### config.mk
export PLATFORM = sky130hd
export DESIGN_NAME = rate_half_convolutional_encoder
export DESIGN_NICKNAME = d
export VERILOG_FILES = /design/src/verilog/rate_half_convolutional_encoder.v /design/src/verilog/bit_fifo.v /design/src/verilog/reset_sync.v
export VERILOG_INCLUDE_DIRS = /design/src /design/src/inc
export SDC_FILE = /design/constraint.sdc
export NUM_CORES = 1
export LEC_CHECK = 0
export ABC_CLOCK_PERIOD_IN_PS = 1380
export BUFFER_PORTS_ARGS = -buffer_cell sky130_fd_sc_hd__clkbuf_2
export CORE_ASPECT_RATIO = 1.5
export CORE_MARGIN = 2
export CORE_UTILIZATION = 55
export CTS_BUF_LIST = sky130_fd_sc_hd__clkbuf_8
export DETAILED_ROUTE_END_ITERATION = 10
export GPL_ROUTABILITY_DRIVEN = 0
export GPL_TIMING_DRIVEN = 0
export PLACE_DENSITY = 0.74
export SYNTH_ARGS = -nofsm -noshare
export SYNTH_HDL_FRONTEND = slang
export SYNTH_SLANG_ARGS = --single-unit
### constraint.sdc
create_clock -name sys_clk -period 1.38 [get_ports sys_clk]
set_input_delay 0.207 -clock sys_clk [delete_from_list [all_inputs] [get_ports sys_clk]]
set_output_delay 0.207 -clock sys_clk [all_outputs]
set_load 0.02 [all_outputs]
### src/inc/conv_enc_defs.vh
// constants for the rate one-half convolutional encoder
`ifndef CONV_ENC_DEFS_VH
`define CONV_ENC_DEFS_VH
`define STAGE_COUNT 3
`define GEN_FIRST_NONSYS 3'h7
`define GEN_FIRST_SYS 3'h4
`define GEN_SECOND 3'h5
`define SHIFT_RESET 3'h0
`define FIFO_WIDTH 1
`define FIFO_DEPTH 8
`define FIFO_PTR_W 3
`endif

### src/verilog/rate_half_convolutional_encoder.v
// rate one-half constraint-length-three convolutional encoder with input fifo
`timescale 1ns/1ns
`include "conv_enc_defs.vh"
module rate_half_convolutional_encoder (
  input wire sys_clk,
  input wire rst_b,
  input wire sync_clear,
  input wire systematic_mode,
  input wire data_bit,
  input wire data_valid,
  output wire data_ready,
  output reg code_bit,
  output reg code_valid,
  output reg code_first,
  input wire code_ready,
  output reg mode_active
);
  // one-hot pair sequencer states
  localparam ST_IDLE = 2'h1;
  localparam ST_SECOND = 2'h2;

  wire rst_sync_b;
  wire fifo_bit;
  wire fifo_valid;
  wire fifo_ready;

  // handshake qualifiers
  wire out_free;
  wire take;
  wire send_second;

  // encoder window, newest bit in the top stage
  reg [`STAGE_COUNT-1:0] shift_reg;
  reg [`STAGE_COUNT-1:0] shift_next;
  wire [`STAGE_COUNT-1:0] window;
  wire first_parity;
  wire second_parity;

  // generator set, latched only at a clear
  reg [`STAGE_COUNT-1:0] gen_first_reg;
  reg [`STAGE_COUNT-1:0] gen_first_next;
  reg mode_next;

  // pair sequencer and the second bit waiting behind the first
  reg [1:0] state_reg;
  reg [1:0] state_next;
  reg second_bit_reg;
  reg second_bit_next;

  // output stage next values
  reg code_bit_next;
  reg code_valid_next;
  reg code_first_next;

  // window after a new bit enters stage one and the oldest falls off
  function [`STAGE_COUNT-1:0] shift_in;
    input [`STAGE_COUNT-1:0] stages;
    input new_bit;
    begin
      shift_in = {new_bit, stages[`STAGE_COUNT-1:1]};
    end
  endfunction

  // first generator pattern for the requested mode
  function [`STAGE_COUNT-1:0] first_gen_for;
    input systematic;
    begin
      if (systematic)
        first_gen_for = `GEN_FIRST_SYS;
      else
        first_gen_for = `GEN_FIRST_NONSYS;
    end
  endfunction

  // modulo-2 sum of the stages picked by a generator pattern
  function parity_of;
    input [`STAGE_COUNT-1:0] stages;
    input [`STAGE_COUNT-1:0] gen;
    begin
      parity_of = ^(stages & gen);
    end
  endfunction

  reset_sync u_reset_sync (
    .clk(sys_clk),
    .rst_in_b(rst_b),
    .rst_out_b(rst_sync_b)
  );

  bit_fifo #(
    .WIDTH(`FIFO_WIDTH),
    .DEPTH(`FIFO_DEPTH),
    .PTR_W(`FIFO_PTR_W)
  ) u_bit_fifo (
    .clk(sys_clk),
    .rst_b(rst_sync_b),
    .in_data(data_bit),
    .in_valid(data_valid),
    .in_ready(data_ready),
    .out_data(fifo_bit),
    .out_valid(fifo_valid),
    .out_ready(fifo_ready)
  );

  // the output slot is free when empty or when its bit leaves this cycle
  assign out_free = !code_valid || code_ready;

  // a new bit is taken only when no pair is pending and the output slot frees
  assign fifo_ready = (state_reg == ST_IDLE) && out_free && !sync_clear;
  assign take = fifo_valid && fifo_ready;

  // the second bit of a pair follows as soon as the first is accepted
  assign send_second = (state_reg == ST_SECOND) && out_free && !sync_clear;

  assign window = shift_in(shift_reg, fifo_bit);
  assign first_parity = parity_of(window, gen_first_reg);
  assign second_parity = parity_of(window, `GEN_SECOND);

  always @*
  begin
    shift_next = shift_reg;
    if (take)
    begin
      // newest bit enters stage one, oldest falls off stage three
      shift_next = window;
    end
  end

  always @*
  begin
    state_next = state_reg;
    case (state_reg)
      ST_IDLE:
      begin
        if (take)
        begin
          state_next = ST_SECOND;
        end
      end
      ST_SECOND:
      begin
        if (send_second)
        begin
          state_next = ST_IDLE;
        end
      end
      default:
      begin
        state_next = ST_IDLE;
      end
    endcase
  end

  always @*
  begin
    second_bit_next = second_bit_reg;
    if (take)
    begin
      second_bit_next = second_parity;
    end
  end

  always @*
  begin
    code_bit_next = code_bit;
    code_valid_next = code_valid;
    code_first_next = code_first;
    if (code_valid && code_ready)
    begin
      code_valid_next = 1'h0;
    end
    if (take)
    begin
      // first-generator bit leads the pair
      code_bit_next = first_parity;
      code_valid_next = 1'h1;
      code_first_next = 1'h1;
    end
    else if (send_second)
    begin
      // second bit of the pair follows before any later pair
      code_bit_next = second_bit_reg;
      code_valid_next = 1'h1;
      code_first_next = 1'h0;
    end
  end

  always @*
  begin
    gen_first_next = gen_first_reg;
    mode_next = mode_active;
    if (sync_clear)
    begin
      // generator set latched only here so a live change has no effect
      gen_first_next = first_gen_for(systematic_mode);
      mode_next = systematic_mode;
    end
  end

  always @(posedge sys_clk or negedge rst_sync_b)
  begin
    if (!rst_sync_b)
    begin
      shift_reg <= `SHIFT_RESET;
    end
    else if (sync_clear)
    begin
      shift_reg <= `SHIFT_RESET;
    end
    else
    begin
      shift_reg <= shift_next;
    end
  end

  always @(posedge sys_clk or negedge rst_sync_b)
  begin
    if (!rst_sync_b)
    begin
      state_reg <= ST_IDLE;
    end
    else if (sync_clear)
    begin
      state_reg <= ST_IDLE;
    end
    else
    begin
      state_reg <= state_next;
    end
  end

  always @(posedge sys_clk or negedge rst_sync_b)
  begin
    if (!rst_sync_b)
    begin
      second_bit_reg <= 1'h0;
    end
    else if (sync_clear)
    begin
      second_bit_reg <= 1'h0;
    end
    else
    begin
      second_bit_reg <= second_bit_next;
    end
  end

  always @(posedge sys_clk or negedge rst_sync_b)
  begin
    if (!rst_sync_b)
    begin
      gen_first_reg <= `GEN_FIRST_NONSYS;
    end
    else
    begin
      gen_first_reg <= gen_first_next;
    end
  end

  always @(posedge sys_clk or negedge rst_sync_b)
  begin
    if (!rst_sync_b)
    begin
      mode_active <= 1'h0;
    end
    else
    begin
      mode_active <= mode_next;
    end
  end

  always @(posedge sys_clk or negedge rst_sync_b)
  begin
    if (!rst_sync_b)
    begin
      code_valid <= 1'h0;
    end
    else if (sync_clear)
    begin
      code_valid <= 1'h0;
    end
    else
    begin
      code_valid <= code_valid_next;
    end
  end

  always @(posedge sys_clk or negedge rst_sync_b)
  begin
    if (!rst_sync_b)
    begin
      code_bit <= 1'h0;
      code_first <= 1'h0;
    end
    else if (sync_clear)
    begin
      code_bit <= 1'h0;
      code_first <= 1'h0;
    end
    else
    begin
      code_bit <= code_bit_next;
      code_first <= code_first_next;
    end
  end
endmodule

### src/verilog/bit_fifo.v
// synchronous fifo with valid and ready on both sides
`timescale 1ns/1ns
module bit_fifo #(
  parameter WIDTH = 1,
  parameter DEPTH = 8,
  parameter PTR_W = 3
) (
  input wire clk,
  input wire rst_b,
  input wire [WIDTH-1:0] in_data,
  input wire in_valid,
  output wire in_ready,
  output wire [WIDTH-1:0] out_data,
  output wire out_valid,
  input wire out_ready
);
  reg [WIDTH-1:0] mem_reg [0:DEPTH-1];
  reg [PTR_W-1:0] wr_ptr_reg;
  reg [PTR_W-1:0] rd_ptr_reg;
  reg [PTR_W:0] count_reg;
  reg [PTR_W:0] count_next;
  reg in_ready_reg;
  wire push;
  wire pop;

  // ready is registered from the next fill level so the port comes from a flip-flop
  assign in_ready = in_ready_reg;
  assign out_valid = (count_reg != {(PTR_W+1){1'b0}});
  assign out_data = mem_reg[rd_ptr_reg];
  assign push = in_valid && in_ready;
  assign pop = out_valid && out_ready;

  always @*
  begin
    count_next = count_reg;
    if (push && !pop)
      count_next = count_reg + 1'b1;
    else if (pop && !push)
      count_next = count_reg - 1'b1;
  end

  always @(posedge clk)
  begin
    if (push)
      mem_reg[wr_ptr_reg] <= in_data;
  end

  always @(posedge clk or negedge rst_b)
  begin
    if (!rst_b)
    begin
      wr_ptr_reg <= {PTR_W{1'b0}};
      rd_ptr_reg <= {PTR_W{1'b0}};
      count_reg <= {(PTR_W+1){1'b0}};
      in_ready_reg <= 1'b0;
    end
    else
    begin
      if (push)
        wr_ptr_reg <= (wr_ptr_reg == DEPTH[PTR_W-1:0] - 1'b1) ? {PTR_W{1'b0}} : wr_ptr_reg + 1'b1;
      if (pop)
        rd_ptr_reg <= (rd_ptr_reg == DEPTH[PTR_W-1:0] - 1'b1) ? {PTR_W{1'b0}} : rd_ptr_reg + 1'b1;
      count_reg <= count_next;
      in_ready_reg <= (count_next != DEPTH[PTR_W:0]);
    end
  end
endmodule

### src/verilog/reset_sync.v
// two flip-flop release synchroniser for the active low reset
`timescale 1ns/1ns
module reset_sync (
  input wire clk,
  input wire rst_in_b,
  output wire rst_out_b
);
  reg meta_reg;
  reg sync_reg;

  always @(posedge clk or negedge rst_in_b)
  begin
    if (!rst_in_b)
    begin
      meta_reg <= 1'b0;
      sync_reg <= 1'b0;
    end
    else
    begin
      meta_reg <= 1'b1;
      sync_reg <= meta_reg;
    end
  end

  assign rst_out_b = sync_reg;
endmodule

# Word-level counts from Yosys, hierarchy flattened
# Memory sizes are Yosys's and may differ from the RTL's.
# Cells that the tools add are included.
[totals] register_bits=26 latch_bits=0 ramBits=8 rom_bits=0 inputBits=7 out_inout_bits=5 word_cells=73 mem_count=1
[classes] n_addsub=4 n_mul=0 n_div=0 order_cmp=0 n_eq_ne=7 n_shift=0 muxes=25 bitwise_logic=1 reduce_logical=21
[memory_table] memory="u_bit_fifo.mem_reg" words=8 word_bits=1 read_ports=1 rd_ports_with_merged_regs=0 wr=1 line="bit_fifo.v:17" text="reg [WIDTH-1:0] mem_reg [0:DEPTH-1];"
[op_table] operator="$mux W1" count=14
[op_table] operator="$mux W3" count=4
[op_table] operator="$logic_and A1 B1 Y1" count=9
[op_table] operator="$mux W2" count=4
[op_table] operator="$mux W4" count=2
[op_table] operator="$reduce_bool A4 Y1" count=2
[op_table] operator="$add A3 B1 Y3 const B" count=2
[op_table] operator="$eq A3 B3 Y1 const B" count=2
[op_table] operator="$reduce_xor A3 Y1" count=2
[op_table] operator="$add A4 B1 Y4 const B" count=1
[op_table] operator="$logic_not A1 Y1" count=4
[op_table] operator="$ne A4 B4 Y1 const B" count=1
[op_table] operator="$pmux W2 S2" count=1
[op_table] operator="$sub A4 B1 Y4 const B" count=1
[op_table] operator="$and A3 B3 Y3" count=1
[op_table] operator="$ne A3 B2 Y1 const B" count=1
[op_table] operator="$ne A3 B3 Y1 const B" count=1
[op_table] operator="$reduce_bool A3 Y1" count=1
[op_table] operator="$eq A2 B1 Y1 const B" count=1
[op_table] operator="$eq A2 B2 Y1 const B" count=1
[op_table] operator="$reduce_and A2 Y1" count=1
[op_table] operator="$reduce_bool A2 Y1" count=1
[op_table] operator="$logic_or A1 B1 Y1" count=1

# Depth between registers and ports, before layout
[logic_depth] word_depth=9 ltp_mapped=8 depth_no_buf=7

# By module
# From an unflattened synthesis, not the netlist that was laid out.
[hier_totals] hier_cells=129 hier_area_um2=1546.5
[modules_own_cells] module="bit_fifo" n_inst=1 cells_each=84 area_each_um2=999.7 seq_area_each_um2=515.5
[modules_own_cells] module="rate_half_convolutional_encoder" n_inst=1 cells_each=42 area_each_um2=493.0 seq_area_each_um2=252.7
[modules_own_cells] module="reset_sync" n_inst=1 cells_each=3 area_each_um2=53.8 seq_area_each_um2=50.0

# Worst setup path after synthesis
# OpenSTA, ideal clock, no wires.
[synth_path] path_type="flip-flop to flip-flop" from="reg u_bit_fifo.count_reg[0]" to="reg u_bit_fifo.count_reg[3]" setup_ns=0.119 t_arrival_ns=1.803 t_required_ns=1.261 path_slack_ns=-0.542 stages_incl_launch_ff=9 path_buffers=1 period_less_slack_ns=1.922 path_cell_list="dfrtp_1 inv_1 ha_1 or3b_1 and4_1 buf_2 nor3_1 o21ai_0 and2_1"
[synth_between] elab_chain_len=5 word_cells_on_any_way=9 classes_between="add/sub (2); mux (2); reduce/logical (5)"
[synth_lines] element="start, declared" line="bit_fifo.v:20" text="reg [PTR_W:0] count_reg;"
[synth_lines] element="start signal, assigned" line="bit_fifo.v:54" text="count_reg <= {(PTR_W+1){1'b0}};"
[synth_lines] element="start signal, assigned" line="bit_fifo.v:63" text="count_reg <= count_next;"
[synth_lines] element="branches (longest 4 deep; another with $sub A4 B1 Y4)"
[synth_lines] element="$mux W4 *" line="bit_fifo.v:36" text="if (push && !pop)"
[synth_lines] element="named net u_bit_fifo.count_next[3]" line="bit_fifo.v:21" text="reg [PTR_W:0] count_next;"
# Mark *: on every way through the listed nets, which the timed path passes.
# A chain may end at the register's enable or synchronous reset.

# Worst setup path in the final report
[layout_path] from="reg u_bit_fifo.count_reg[0]" to="reg u_bit_fifo.in_ready_reg, in the netlist u_bit_fifo.in_ready"
[layout_between] elab_chain_len=6 word_cells_on_any_way=10 classes_between="add/sub (2); eq/ne (1); mux (2); reduce/logical (5)"
[layout_lines] element="branches (longest 4 deep; another with $sub A4 B1 Y4)"
[layout_lines] element="$mux W4 *" line="bit_fifo.v:36"
[layout_lines] element="$ne A4 B4 Y1 *" line="bit_fifo.v:64" text="in_ready_reg <= (count_next != DEPTH[PTR_W:0]);"
[layout_lines] element="end signal, assigned" line="bit_fifo.v:64"
[layout_lines] element="end, declared" line="bit_fifo.v:22" text="reg in_ready_reg;"
# Mark *: on every way between the ends.

==> metrics.csv <==
stage,metric,value,unit
status,status,finished with violations,
status,failing checks,setup timing,
worst_setup_path,worst path arrival time,2010,ps
drt,Initial DRT Pass Iterations,4,
worst_setup_path,R2R Path End,u_bit_fifo.in_ready,
synth,sequential fraction of the synthesis area,53.4,%
worst_setup_path,crit-path cells,inv_2 -> ha_4 -> or3b_4 -> nand4_1 -> nor2_1 -> o41ai_2 -> nand4_1,
synth,Post-Synth Adder-Cell Area,4.90,%
floorplan,Ports,12,
worst_hold_path,worst hold-check path type,primary input to flip-flop,
synth,Ys Warns,0,
drt,number of routed nets with antenna violations,0,
synth,compound-cell area share of the yosys netlist,7.51,%
floorplan,DIE AREA,3230,um^2
worst_setup_path,CP max-delay cell,dfrtp_2,
final_layout,Ant. Diodes,0,
placement,DP Cell Count,191,
final_layout,design area,2060,um^2
final_layout,fin cells,216,
synth,syn_nets,156,
final_layout,Fillers,174,
floorplan,core area,2680,um^2
clocking,Num Clock Sinks,31,
worst_setup_path,reg-to-reg startpoint,u_bit_fifo.count_reg[0],
synth,syn avg cell area,10.7,um^2
synth,Post-Syn Area,1530,um^2
drt,vias post-DR,1196,
placement,IO Port Bufs,11,
worst_setup_path,"critical path fanouts, max",3,
worst_hold_path,hold depth,2,
synth,"EDFF count, synth",8,
sta,Rel. slew slack,41.2,%
worst_setup_path,CP dominant cell by count,nand4_1,
synth,mux share of post-synthesis cell area,7.59,%
worst_setup_path,CP required,1530,ps
grt,total track usage,23.6,%
power_and_ir_drop,cell leakage power,0.916,nW
sta,final setup violation count,16,
sta,"Slew Viols, Final",0,
worst_setup_path,reg2reg path depth,7,
drt,wire length per cell,15.6,um
worst_setup_path,critical path class,flip-flop to flip-flop,
sta,fmax,0.536,GHz
synth,largest family of logic cells by synthesized area,simple AND/OR/NAND/NOR gates,
floorplan,DIE HEIGHT,68.7,um
sta,RSZ-0062 raised after global routing,true,
final_layout,max reg flops,8,
worst_hold_path,end of the worst hold path,gen_first_reg[0],
worst_setup_path,R2R Setup Slk,-480,ps
drt,Total Wirelength,3380,um
sta,Final min period,1860,ps
worst_setup_path,max incr delay on CP,420,ps
grt,initial antenna violation count,0,
drt,drc violations,0,
synth,Commonest cells post-synth,"nand2_1 (24), dfrtp_1 (21), nor3_1 (11)",
grt,vias in the first global route,1197,
power_and_ir_drop,PD cells,2320,nW/um^2
grt,first-pass GRT wire length,5090,um
power_and_ir_drop,Worst VDD drop,1.61,mV
drt,Via density,5.54,
final_layout,layout cell share with drive strength beyond 1,45.8,%
grt,largest net degree at the start of global routing,22,
synth,top_reg_cell synth,dfrtp_1,
drt,Detailed Route Iter0 Violations,18,
grt,grt ovf,0,
placement,"Cell Area, Placed",1680,um^2
placement,dpl hpwl,1970,um
final_layout,Layout Nets,191,
synth,Post-Synth Simple-Gate Area,21.3,%
clocking,Max Root-Sink Buffers,2,
synth,post-synthesis xor/xnor area fraction,2.29,%
synth,Area contributors post-synth,"dfrtp_1 (34%), edfxtp_1 (16%), nand2_1 (5.9%)",
clocking,Worst-Skew Late Latency,280,ps
synth,most frequent cell after synthesis,nand2_1,
synth,Gate Count Post-Synth,143,
clocking,H-Tree Depth,2,
clocking,CTS tree,yes,
sta,PnR worst setup slack,-484,ps
run,# Max-Cap Violations,0,
floorplan,row count,23,
synth,post-synth top area share,34.3,%
sta,Setup Skew,8.24,ps
clocking,"Reg clk slew, reported paths",70,ps
floorplan,Die Span X,47.1,um
worst_setup_path,kind of start point of the critical path,flip-flop,
final_layout,Area Growth Syn to Fin,34.7,%
clocking,clk root buf,clkbuf_8,
synth,"flops & latches, synth",31,
clocking,total CTS buffers,5,
synth,ys async rst share,74.2,%
sta,final hold vios,0,
floorplan,Initial Util,57.3,%
worst_setup_path,Crit. End Element,flip-flop,
synth,"area leader, netlist",dfrtp_1,
sta,Final period util,135,%
synth,"Distinct cells, synth",39,
worst_hold_path,Hold Startpoint,systematic_mode,
sta,Worst Tran Pin Value,882,ps
-- worst max-delay path by stage --
stage                             from                      end  slack, ps
4_1_cts        u_bit_fifo.count_reg[1]      u_bit_fifo.in_ready       -440
3_3_place_gp   u_bit_fifo.count_reg[0]  u_bit_fifo.count_reg[3]       -600
6_report       u_bit_fifo.count_reg[0]      u_bit_fifo.in_ready       -480
3_5_place_dp   u_bit_fifo.count_reg[0]      u_bit_fifo.in_ready       -680
5_1_grt        u_bit_fifo.count_reg[1]      u_bit_fifo.in_ready       -590
2_1_floorplan  u_bit_fifo.count_reg[0]  u_bit_fifo.count_reg[3]       -460
-- layer usage --
layer	vias up	routed length, um	GRT usage (%)
met1	596	1330	23.5
met5	-	0	0
li1	570	-	-
met2	19	1850	40.4
met3	11	72	4.69
met4	0	117	19.1
-- repair_timing --
action	CTS	global route
resized for setup	26	15
buffers inserted	13	4
setup endpoints to repair	20	20
hold endpoints to repair	2	0
pin swaps	11	5
hold buffers	1	0
gates cloned	1	0
-- cell families after synthesis --
group | after synthesis
fa+ha+maj | 6
flops | 31
other cells | 1
xor+xnor | 4
mux | 7
compound gates | 16
buf+inv | 11
simple gates | 67
-- worst max-delay path: cells and delay by family, from the launching register on --
family / cells / cell delay, ps
AOI/OAI and AO/OA: 1 / 250
DFF: 1 / 420
buffers and inverters: 1 / 80
adders and majority gates: 1 / 120
and+or+nand+nor: 4 / 860
-- stage by stage --
stage,setup TNS (ps),power [mW],util [%],worst slack (ps),hold slack (ps)
after CTS,-4980,4.49,73.9,-443,87.0
final,-5790,4.80,77.1,-484,87.2
after global routing,-6510,5.07,77.1,-594,93.4
after global placement,-5210,3.12,62.6,-597,-8.39
after floorplan,-3380,2.84,-,-462,-88.6
after detailed placement,-5700,3.22,62.6,-678,-5.58
-- cell usage in the layout, fill, tap and decap left out, types with 3 or more instances in the layout --
master    instances
buf_6             6
nand2_2           4
dfrtp_2           4
nor3_1            6
nand2_1          19
ha_1              5
nand2b_1          4
buf_4            11
mux2i_1           3
clkbuf_8          5
clkbuf_2         12
dfrtp_1          17
edfxtp_1          8
nor3_2            3
inv_1             7
nor2_1            6
-- where the power goes --
group          leakage, nW  internal, mW  switching, mW
registers            0.347          1.26          0.317
logic                0.518          1.33           1.22
clock network       0.0505         0.338          0.329
total                0.916          2.93           1.87
-- area by class of cell --
cell class | instances | area, um^2 | area share [%]
sequential | 31 | 823 | 39.9
multi-input combinational | 101 | 822 | 39.8
timing repair buffer | 29 | 224 | 10.8
clock buffer | 5 | 68.8 | 3.33
tap | 37 | 46.3 | 2.24
buffer | 3 | 41.3 | 2.00
inverter | 7 | 26.3 | 1.27
clock inverter | 3 | 12.5 | 0.606
Power figures use the tool's default switching activity.
